===== config.mk =====
export PLATFORM = sky130hd
export DESIGN_NAME = rwe_config_reg
export DESIGN_NICKNAME = d
export VERILOG_FILES = /design/src/common/rwe_pkg.sv /design/src/common/rwe_wrap_if.sv /design/src/logic/rwe_config_reg.sv /design/src/logic/rwe_wrap_addr.sv
export SDC_FILE = /design/constraint.sdc
export NUM_CORES = 1
export LEC_CHECK = 0
export CORE_ASPECT_RATIO = 0.8
export CORE_MARGIN = 4
export CORE_UTILIZATION = 45
export DETAILED_ROUTE_END_ITERATION = 8
export DONT_BUFFER_PORTS = 1
export PLACE_DENSITY = 0.6
export SYNTH_ARGS = -nofsm -noshare
export SYNTH_HDL_FRONTEND = slang
export SYNTH_SLANG_ARGS = --single-unit

===== constraint.sdc =====
create_clock -name mclk -period 2.8 [get_ports mclk]
set_input_delay 0.7 -clock mclk [delete_from_list [all_inputs] [get_ports mclk]]
set_output_delay 0.7 -clock mclk [all_outputs]
set_load 0.005 [all_outputs]

===== src/common/rwe_pkg.sv =====
// What this block does
// RULE1: the volatile drive strength code in bits 7 to 5 drives the output drivers, default 101.
// RULE2: bit 4 enables wrapped main array bursts and may be changed at any time.
// RULE3: while wrapping is on, the wrap length comes from bits 1 to 0 of the same register.
// RULE4: bit 3 selects ECC mode, 0 single-bit correction, 1 adds double-bit detection, default 1.
// RULE5: the selected ECC mode is handed to the address trap and error counter logic.
// RULE6: after an ECC mode change the host must erase and reprogram the affected data.
// RULE7: drive strength, wrap enable and ECC mode exist in a non-volatile and a volatile copy.
// RULE8: wrap length code 00, 01, 10, 11 selects an 8, 16, 32 or 64 byte group.
// RULE9: a wrapped burst stays in its aligned group and wraps from its top to its bottom.
// RULE10: reset loads the volatile copy from the non-volatile copy.
package rwe_pkg;

  // ----------------------------------------
  // field layout
  // ----------------------------------------
  localparam int DRV_MSB = 7;
  localparam int DRV_LSB = 5;
  localparam int WRAP_EN_BIT = 4;
  localparam int ECC_MODE_BIT = 3;
  localparam int DPD_BIT = 2;
  localparam int WRAP_LEN_MSB = 1;
  localparam int WRAP_LEN_LSB = 0;
  localparam int ADDR_W = 32;

  // ----------------------------------------
  // reset values
  // ----------------------------------------
  localparam logic [7:0] FACTORY_DEFAULT = 8'hA8;
  // power-on-DPD bit is read-only in the volatile copy
  localparam logic [7:0] VOL_WRITE_MASK = 8'hFB;
  localparam logic [ADDR_W-1:0] ADDR_RESET = 32'h0000_0000;

  // ----------------------------------------
  // wrap group masks
  // ----------------------------------------
  localparam logic [5:0] WRAP8_MASK = 6'h07;
  localparam logic [5:0] WRAP16_MASK = 6'h0F;
  localparam logic [5:0] WRAP32_MASK = 6'h1F;
  localparam logic [5:0] WRAP64_MASK = 6'h3F;

  typedef enum logic [1:0] {
    BURST_IDLE = 2'b01,
    BURST_RUN = 2'b10
  } rwe_burst_type;

  function automatic logic [5:0] rwe_wrap_mask(input logic [1:0] sel);
    logic [5:0] m;
    unique case (sel)
      2'b00: m = WRAP8_MASK;
      2'b01: m = WRAP16_MASK;
      2'b10: m = WRAP32_MASK;
      2'b11: m = WRAP64_MASK;
    endcase
    return m;
  endfunction : rwe_wrap_mask

endpackage : rwe_pkg


===== src/common/rwe_wrap_if.sv =====
`timescale 1ns/10ps
interface rwe_wrap_if;
  logic wrapEn;
  logic [1:0] wrapLen;
  logic [31:0] curAddr;
  logic [31:0] nextAddr;
  modport cfg (output wrapEn, output wrapLen, output curAddr, input nextAddr);
  modport calc (input wrapEn, input wrapLen, input curAddr, output nextAddr);
endinterface : rwe_wrap_if


===== src/logic/rwe_config_reg.sv =====
`timescale 1ns/10ps
module rwe_config_reg (
  input wire logic mclk,
  input wire logic srst,
  input wire logic porRst,
  input wire logic regWrEn,
  input wire logic regRdEn,
  input wire logic regSelNv,
  input wire logic [7:0] regWrData,
  output logic [7:0] regRdData,
  output logic regRdValid,
  output logic [2:0] driveStrengthCode,
  output logic wrapBurstEnable,
  output logic [1:0] wrapLengthSelect,
  output logic eccModeSelect,
  input wire logic burstStart,
  input wire logic [rwe_pkg::ADDR_W-1:0] burstStartAddr,
  input wire logic burstNext,
  input wire logic burstStop,
  output logic [rwe_pkg::ADDR_W-1:0] burstAddr,
  output logic burstActive
);
  import rwe_pkg::*;

  // ----------------------------------------
  // state
  // ----------------------------------------
  typedef struct packed {
    logic [7:0] nvCfg;
    logic [7:0] volCfg;
    logic [7:0] rdData;
    logic rdValid;
    rwe_burst_type burst;
    logic [ADDR_W-1:0] addr;
  } rwe_state_type;

  rwe_state_type state_q;
  rwe_state_type state_d;

  rwe_wrap_if wif ();

  rwe_wrap_addr u_wrap (
    .wif(wif)
  );

  // ----------------------------------------
  // wrap address feed
  // ----------------------------------------
  assign wif.wrapEn = state_q.volCfg[WRAP_EN_BIT]; // RULE2
  assign wif.wrapLen = state_q.volCfg[WRAP_LEN_MSB:WRAP_LEN_LSB]; // RULE3
  assign wif.curAddr = state_q.addr;

  // ----------------------------------------
  // next state
  // ----------------------------------------
  always_comb begin
    state_d = state_q;
    state_d.rdValid = 1'b0;
    if (porRst) begin
      state_d.nvCfg = FACTORY_DEFAULT; // RULE1 RULE4
      state_d.volCfg = FACTORY_DEFAULT;
      state_d.rdData = 8'h00;
      state_d.burst = BURST_IDLE;
      state_d.addr = ADDR_RESET;
    end else if (srst) begin
      // non-volatile copy survives a hardware reset
      state_d.volCfg = state_q.nvCfg; // RULE10
      state_d.rdData = 8'h00;
      state_d.burst = BURST_IDLE;
      state_d.addr = ADDR_RESET;
    end else begin
      if (regWrEn) begin
        if (regSelNv) begin
          state_d.nvCfg = regWrData; // RULE7
        end else begin
          // ecc change here leaves old check bits; host must erase and reprogram
          state_d.volCfg = (regWrData & VOL_WRITE_MASK) | (state_q.volCfg & ~VOL_WRITE_MASK); // RULE7
        end
      end
      if (regRdEn) begin
        state_d.rdData = regSelNv ? state_q.nvCfg : state_q.volCfg; // RULE7
        state_d.rdValid = 1'b1;
      end
      unique case (state_q.burst)
        BURST_IDLE: begin
          if (burstStart) begin
            state_d.addr = burstStartAddr;
            state_d.burst = BURST_RUN;
          end
        end
        BURST_RUN: begin
          if (burstStop) begin
            state_d.burst = BURST_IDLE;
          end else if (burstNext) begin
            // live wrap bit: mode can be entered or left mid-burst
            state_d.addr = wif.nextAddr; // RULE2 RULE9
          end
        end
        default: begin
          state_d.burst = BURST_IDLE;
        end
      endcase
    end
  end

  always_ff @(posedge mclk) begin
    state_q <= state_d;
  end

  // ----------------------------------------
  // outputs
  // ----------------------------------------
  assign regRdData = state_q.rdData;
  assign regRdValid = state_q.rdValid;
  assign driveStrengthCode = state_q.volCfg[DRV_MSB:DRV_LSB]; // RULE1
  assign wrapBurstEnable = state_q.volCfg[WRAP_EN_BIT]; // RULE2
  assign wrapLengthSelect = state_q.volCfg[WRAP_LEN_MSB:WRAP_LEN_LSB]; // RULE3
  assign eccModeSelect = state_q.volCfg[ECC_MODE_BIT]; // RULE4 RULE5
  assign burstAddr = state_q.addr;
  // one-hot run bit, taken straight from the state flop
  assign burstActive = state_q.burst[1];
endmodule : rwe_config_reg


===== src/logic/rwe_wrap_addr.sv =====
`timescale 1ns/10ps
module rwe_wrap_addr (
  rwe_wrap_if.calc wif
);
  import rwe_pkg::*;

  logic [5:0] mask;
  logic [5:0] lowInc;

  always_comb begin
    mask = rwe_wrap_mask(wif.wrapLen); // RULE8
    lowInc = wif.curAddr[5:0] + 6'h01;
    if (wif.wrapEn) begin // RULE2 RULE3
      // upper bits stay put, so the burst never leaves its aligned group
      wif.nextAddr = {wif.curAddr[31:6], (wif.curAddr[5:0] & ~mask) | (lowInc & mask)}; // RULE9
    end else begin
      wif.nextAddr = wif.curAddr + 32'h0000_0001;
    end
  end

endmodule : rwe_wrap_addr


## Word-level counts from Yosys, hierarchy flattened

Cells that the tools add are included.

| operators by class | value |
|---|---|
| add/sub/neg operators | 2 |
| $mul | 0 |
| divide/modulo/power cells | 0 |
| $lt $le $gt $ge | 0 |
| equal/unequal tests | 11 |
| shift operators | 0 |
| mux-type cells | 13 |
| bitwise logic cells | 6 |
| reduce and logical (&&, ||, !) cells | 9 |

Operators with widths:

| operator | number |
|---|---|
| two-way mux 32 bit | 3 |
| case mux 32 bit (2 select lines) | 1 |
| two-way mux 34 bit | 1 |
| adder 32 x 1 -> 32 bit, second input constant | 1 |
| two-way mux 8 bit | 3 |
| case mux 6 bit (4 select lines) | 1 |
| two-way mux 16 bit | 1 |
| AND 6 bit | 2 |
| inequality test 2 bit, second input constant | 6 |
| two-way mux 9 bit | 1 |
| bitwise OR 8 x 3 -> 8 bit | 1 |
| adder 6 x 1 -> 6 bit, second input constant | 1 |
| equality test 2 bit, second input constant | 3 |
| NOT 6 bit | 1 |
| bitwise OR 6 bit | 1 |
| AND reduction 5 bit | 1 |
| equality test 2 x 1 -> 1 bit, second input constant | 2 |
| case mux 2 bit (2 select lines) | 1 |
| AND reduction 2 bit | 2 |
| AND reduction 4 bit | 1 |
| nonzero test 2 bit | 2 |
| AND reduction 3 bit | 1 |
| logical NOT 2 bit | 1 |
| two-way mux 2 bit | 1 |
| other kinds (2) | 2 |

| word-level totals | value |
|---|---|
| register bits after elaboration | 59 |
| latch bits | 0 |
| memory bits (writable) | 0 |
| ROM bits | 0 |
| bits of input ports | 49 |
| output and inout port bits | 49 |
| memories kept | 0 |

## Depth between registers and ports, before layout

Gate-level depths: netlist of the first run.

| logic depth | value |
|---|---|
| depth after elaboration | 9 |
| gate-level depth with buffers | 7 |
| depth with buffers taken out | 6 |

## Hierarchy

A second synthesis of the first run with hierarchy kept.

| second synthesis, totals | value |
|---|---|
| cell total of the unflattened synthesis | 405 |
| area, all modules | 3,801.1 um^2 |

By module, submodules not included:

| module | instances | cells an instance | area each (um^2) |
|---|---|---|---|
| rwe_config_reg | 1 | 312 | 3,139.3 |
| rwe_wrap_addr | 1 | 93 | 661.9 |

## Worst setup path after synthesis of the first run

OpenSTA, ideal clock, no wires.

| path | value |
|---|---|
| kind | reg-to-reg |
| from | register state_q (netlist bit burstAddr[0]) |
| to | register state_q (netlist bit burstAddr[24]) |
| library setup time | 0.074 ns |
| arrival time | 2.148 ns |
| required time | 2.726 ns |
| path slack | 0.578 ns |
| stages on the path, launching flop included | 7 |
| buffers on the path | 0 |
| period minus slack after synthesis | 2.222 ns |
| path through | dfxtp_1 ha_1 nand4_2 or4_1 or4_1 or3_1 a31oi_1 |

| between the ends | value |
|---|---|
| longest elaborated chain between the ends | 5 |

Ends and longest elaborated chain:

| item | line | RTL |
|---|---|---|
| start, declared | rwe_config_reg.sv:37 | `rwe_state_type state_q;` |
| start signal, assigned | rwe_config_reg.sv:107 | `state_q <= state_d;` |
| adder 32 x 1 -> 32 bit | rwe_wrap_addr.sv:17 | `wif.nextAddr = wif.curAddr + 32'h0000_0001;` |
| two-way mux 32 bit | rwe_wrap_addr.sv:13 | `if (wif.wrapEn) begin` |
| two-way mux 32 bit | rwe_config_reg.sv:94 | `end else if (burstNext) begin` |
| two-way mux 32 bit | rwe_config_reg.sv:92 | `if (burstStop) begin` |
| case mux 32 bit (2 select lines) | rwe_config_reg.sv:84 | `unique case (state_q.burst)` |

Every way passes these cells. The select of a mux whose other input is x is not followed.
A chain may end at the register's enable or synchronous reset.

## Worst setup path after layout of the first run

Same ends and word-level chain as after synthesis.

==> results.md, run 1 <==
- Final Hold Vio Count: 0
- HP Class: in -> reg
- Clock sinks: 59
- Post-synth top area cell: dfxtp_1
- Via count of the first global-routing pass: 2972
- CP max-delay cell: or4_1
- Gr busiest metal: met2
- Post-layout util: 0.465
- Ys flop type: dfxtp_1
- Hold WS: 0.431 ns
- Worst path bufs/invs: 0
- Routed Antenna Nets: 0
- Synth cell count leaders: dfxtp_1, nor2_1, buf_4
- Core ar.: 7500 sq um
- Finished Cell Area: 3490 sq um
- RSZ-0062 raised after global routing: false
- Setup bufs post-CTS: 0
- Total number of vias: 3143
- Area share of the largest cell type after synthesis: 0.336
- Initial DRC Count: 270
- Required @ worst endpoint: 3.06 ns
- Max Cap Violations: 0
- Placer Congestion: 0.913
- Congestion Overflow GR: 0
- Mapped Area: 3510 sq um
- Dpl cell area: 3330 sq um
- Most common cell in the netlist: dfxtp_1
- I/O pin cnt: 98
- Max clock buf depth: 2
- VDD IR max: 0.000224 V
- PwrDens: 502 nW/um^2
- Crit-path cells: ha_1 -> nand4_2 -> or4_1 -> or4_1 -> or3_1 -> a31oi_1
- Crit-path most repeated cell: or4_1
- Synth top area cells: dfxtp_1, buf_4, mux2i_1
- Final min period: 2.31 ns
- Root Buffer: clkbuf_8
- Die height: 87.0 microns
- Final setup violating endpoints: 0
- Synth Warn #: 0
- GR Layer Usage met2: 0.310
- PortBufs: 0
- Fill cells: 780
- Die width: 107 microns
- Post-cts sizing count: 0
- CP Data Arrival Time: 2.57 ns
- Global-route wire length before repair: 16100 microns
- Outcome: finished, final reports clean
- Initial antenna violation count: 1
- Drt total wl: 10100 microns
- TritonCTS buffer count: 9
- TNS Setup: 0 ns
- Leakage: 1.28 nW
- Critical path type: reg -> reg
- Worst setup EP type: register
- GR Util met1: 0.279
- GR Util met3: 0.131
- Crit path max-delay family: simple AND/OR/NAND/NOR gates
- Post-CTS Hold Buffers: 0
- Layout Nets: 457
- Critical path fanouts, max: 5
- Avg Inst Size Synth: 7.79 sq um
- Placement Rows: 28
- Final period utilization: 0.825
- FMAX: 0.433 GHz
- Sequential-to-total area share from yosys stat: 0.336
- Post-synth cell types: 50
- Fin. max-slew vios: 0
- Net Count, Synth: 501
- CP max stage delay: 0.58 ns
- Reg clk slew, reported paths: 0.06 ns
- Die Area: 9290 sq um
- Htree depth: 3
- DRC Markers: 0
- Routed len/inst: 19.5 microns
- Yosys reg bits: 59
- Final Total Pwr: 1.75 mW
- Mapped Cells: 451
- Starting Density: 0.468
- Post-synth EDFFs: 0
- Total track usage: 0.222
- Vias per cell: 6.08
- Share of cells above drive strength 1: 0.0973
- Worst Setup Start Kind: register
- Relative slew margins: 0.603
- Clock skew: 0.00886 ns
- Post-DP HPWL: 7350 microns
- Pre-antenna DRT Iters: 4
- Clock insertion delay at the later pin of the skew report: 0.34 ns
- Pin count of the biggest net entering global routing: 21
- Actual slew at the worst max-slew pin: 0.593 ns
- Synth-to-Final Area Change: -0.641%
- CTS tree: built
- Synth async-reset ratio: 0
path summary, 6_finish.rpt:
| path | slack (ns) | end | cells after the start | from |
|---|---|---|---|---|
| max | 0.49 | burstAddr[24] | 6 | burstAddr[0] |
| min | 0.43 | state_q[52] | 1 | porRst |
| max reg2reg | 0.49 | burstAddr[24] | 6 | burstAddr[0] |
| min reg2reg | 0.47 | state_q[52] | 2 | state_q[52] |
per-layer routing:
metal  routed length, microns  vias up
li1                         -     1509
met1                     4410     1472
met2                     4100      145
met3                     1380       17
met4                      167        0
met5                        0        -
per-stage QoR:
stage	setup WS [ns]	instances
after floorplan	0.578	451
after global placement	0.574	501
after detailed placement	0.520	501
after CTS	0.496	516
after global routing	0.322	517
final	0.491	517
cell usage in the layout (no fill, tap or decap), types with 6 or more instances in the layout:
cell type / Yosys / routed
dfxtp_1: 59 / 59
nor2_1: 49 / 49
nand2_1: 41 / 41
a21oi_1: 37 / 37
mux2i_1: 22 / 22
o21ai_0: 22 / 22
nand3_1: 18 / 18
buf_4: 45 / 16
a31oi_1: 13 / 13
nand4_1: 12 / 12
and3_1: 10 / 10
a22oi_1: 10 / 10
clkbuf_8: 0 / 10
a211oi_1: 9 / 9
nand2b_1: 6 / 6
state kept, by name, summed over array words and instances, names as in the netlist, named ones only:
signal and flops:
wrapLengthSelect 2, driveStrengthCode 3, regRdData 8, state_q 10, eccModeSelect 1, regRdValid 1, burstAddr 29, wrapBurstEnable 1
burstActive 1
final cells by class:
class                      count  area (sq um)  share of cell area
multi-input combinational    316          1880               0.537
timing repair buffer          16           120              0.0344
tap                          105           131              0.0376
inverter                       5          18.8             0.00538
antenna                        1          2.50            0.000717
sequential                    59          1180               0.338
clock inverter                 3          15.0             0.00430
clock buffer                  12           145              0.0416
kinds of logic after synthesis:
| family | synth area share |
|---|---|
| xor gates and xnor gates | 0.00499 |
| buffers and inverters | 0.130 |
| AOI/OAI and AO/OA | 0.196 |
| and+or+nand+nor | 0.257 |
| muxes | 0.0723 |
| DFF | 0.336 |
| adders and majority gates | 0.00356 |
power breakdown:
part | switching, mW | leakage, nW | internal [mW]
registers | 0.0461 | 0.481 | 0.872
clock network | 0.330 | 0.0860 | 0.336
logic | 0.0928 | 0.717 | 0.0733
total | 0.469 | 1.28 | 1.28
(Power assumes the default switching activity.)
==> inputs of run 2 (changes only) <==
clock period = 2.25 ns   (was 2.8 ns; I/O delays follow)
==> run 2 against run 1 <==
  * Clock-buffer cell count decreased by 1
  * Fmax rose by 5.2%
  * Global-route usage up 0.32 points
==> results.md, run 2 (synthesis results as in run 1) <==
- Die Area: 9290 sq um (unchanged)
- Worst Hold Path Cells: 1 (unchanged)
- Fill cells: 732 (-6.2%)
- Dpl cell area: 3530 sq um (+6.1%)
- Critical path type: reg -> reg
- Clock sinks: 59 (unchanged)
- Finished Cell Area: 3760 sq um (+7.7%)
- Actual slew at the worst max-slew pin: 0.592 ns (-0.000959 ns)
- Critical path fanouts, max: 2 (-3)
- Root Buffer: clkbuf_8
- Synth-to-Final Area Change: 7.02%
- Register area: 1180 sq um (unchanged)
- Layout Nets: 484 (+5.9%)
- WHS Endpoint: state_q[57]
- Final min period: 2.19 ns (-0.114 ns)
- TritonCTS buffer count: 9 (unchanged)
- DRC Markers: 0 (unchanged)
- Core ar.: 7500 sq um (unchanged)
- Post-DP HPWL: 7660 microns (+4.3%)
- Hold WS: 0.286 ns (-0.144 ns)
- Die width: 107 microns (unchanged)
- FMAX: 0.456 GHz (+5.2%)
- Most frequent cells in the layout: dfxtp_1, nor2_1, buf_4
- Post-CTS Hold Buffers: 0 (unchanged)
- Congestion Overflow GR: 0 (unchanged)
- Starting Density: 0.468 (unchanged)
- Final setup violating endpoints: 0 (unchanged)
- Global-route wire length before repair: 16200 microns (about the same)
- Routed Antenna Nets: 0 (unchanged)
- Reg clk slew, reported paths: 0.07 ns (about the same)
- CP max stage delay: 0.58 ns (about the same)
- Relative slew margins: 0.604 (+0.000642)
- Worst path bufs/invs: 0 (unchanged)
- CP Data Arrival Time: 2.47 ns (-0.10 ns)
- TNS Setup: 0 ns (unchanged)
- Via count of the first global-routing pass: 3008 (+1.2%)
- CTS tree: built
- Multi-input logic area: 1880 sq um (unchanged)
- Worst Setup Start Kind: register
- Largest register FFs: 29 (unchanged)
- Final Hold Vio Count: 0 (unchanged)
- Pin count of the biggest net entering global routing: 19 (-9.5%)
- Required @ worst endpoint: 2.53 ns (-0.53 ns)
- Min-delay src: porRst
- Total number of vias: 3236 (+3.0%)
- RR Endpoint: burstAddr[24]
- Leakage: 1.46 nW (+13%)
- Fin. max-slew vios: 0 (unchanged)
- Max clock buf depth: 2 (unchanged)
- Crit-path most repeated cell: or4_1
- Number of cells after detailed placement: 528 (+5.4%)
- Max Cap Violations: 0 (unchanged)
- Htree depth: 3 (unchanged)
- Crit path max-delay family: simple AND/OR/NAND/NOR gates
- HP Class: in -> reg
- I/O pin cnt: 98 (unchanged)
- Worst setup EP type: register
- Drt total wl: 10400 microns (+3.6%)
- PwrDens: 663 nW/um^2 (+32%)
- Routed len/inst: 19.1 microns (-1.7%)
- PortBufs: 0 (unchanged)
- Setup bufs post-CTS: 0 (unchanged)
- Reg2reg setup slack: 0.06 ns (-0.44 ns)
- Clock skew: 0.0120 ns (+0.00309 ns)
- Clock insertion delay at the later pin of the skew report: 0.35 ns (about the same)
- Worst r2r path cells: 6 (unchanged)
- Leading cell type in the layout, fill and taps excluded: dfxtp_1
- Post-cts sizing count: 0 (unchanged)
- Post-Layout Cell Count: 545 (+5.4%)
- Final period utilization: 0.975 (+0.151)
- Vias per cell: 5.94 (-2.3%)
- Die height: 87.0 microns (unchanged)
- R2r startpoint: burstAddr[0]
- VDD IR max: 0.000253 V (+13%)
- Initial DRC Count: 276 (+2.2%)
- Crit-path cells: ha_1 -> nand4_2 -> or4_1 -> or4_1 -> or3_1 -> a31oi_1
- RSZ-0062 raised after global routing: false
- Placement Rows: 28 (unchanged)
- Placer Congestion: 0.843 (-7.7%)
- Total track usage: 0.225 (+0.00324)
- Outcome: finished, final reports clean
- CP max-delay cell: or4_1
- Share of cells above drive strength 1: 0.159 (+0.0621)
- Pre-antenna DRT Iters: 5 (+1)
- Initial antenna violation count: 1 (unchanged)
[run 2: stage by stage]
step	worst slack, ns	utilization	power (mW)
2_1_floorplan	0.0279	-	1.35
3_3_place_gp	0.110	0.471	1.39
3_5_place_dp	0.0615	0.471	1.39
4_1_cts	0.0585	0.501	2.50
5_1_grt	0.00366	0.501	2.58
6_report	0.0556	0.501	2.49
[run 2: how the worst max path moves through the flow]
stage | depth (start not counted) | slack (ns) | startpoint | end
3_3_place_gp | 6 | 0.11 | burstAddr[0] | burstAddr[24]
2_1_floorplan | 6 | 0.03 | burstAddr[0] | burstAddr[24]
6_report | 6 | 0.06 | burstAddr[0] | burstAddr[24]
5_1_grt | 6 | 0.004 | burstAddr[1] | burstAddr[24]
4_1_cts | 6 | 0.06 | burstAddr[0] | burstAddr[24]
3_5_place_dp | 6 | 0.06 | burstAddr[0] | burstAddr[24]
[run 2: layout make-up]
cell class	instances	share of cell area
multi-input cells	316	0.499
diodes	1	0.000666
clock inverters	5	0.0200
flip-flops and latches	59	0.314
well taps	105	0.0350
repair buffers	43	0.0859
clock buffers	11	0.0403
inverters	5	0.00499
[run 2: report_power, final]
| part | internal, mW | total, mW | switching (mW) |
|---|---|---|---|
| Sequential | 1.08 | 1.12 | 0.0407 |
| Clock | 0.678 | 1.12 | 0.441 |
| Combinational | 0.105 | 0.247 | 0.141 |
| Total | 1.87 | 2.49 | 0.623 |
[run 2: metal layers]
metal,part of all wire,track usage
met1,0.47,0.306
met2,0.42,0.332
met3,0.10,0.0941
met4,0.0069,0.0534
met5,0,0
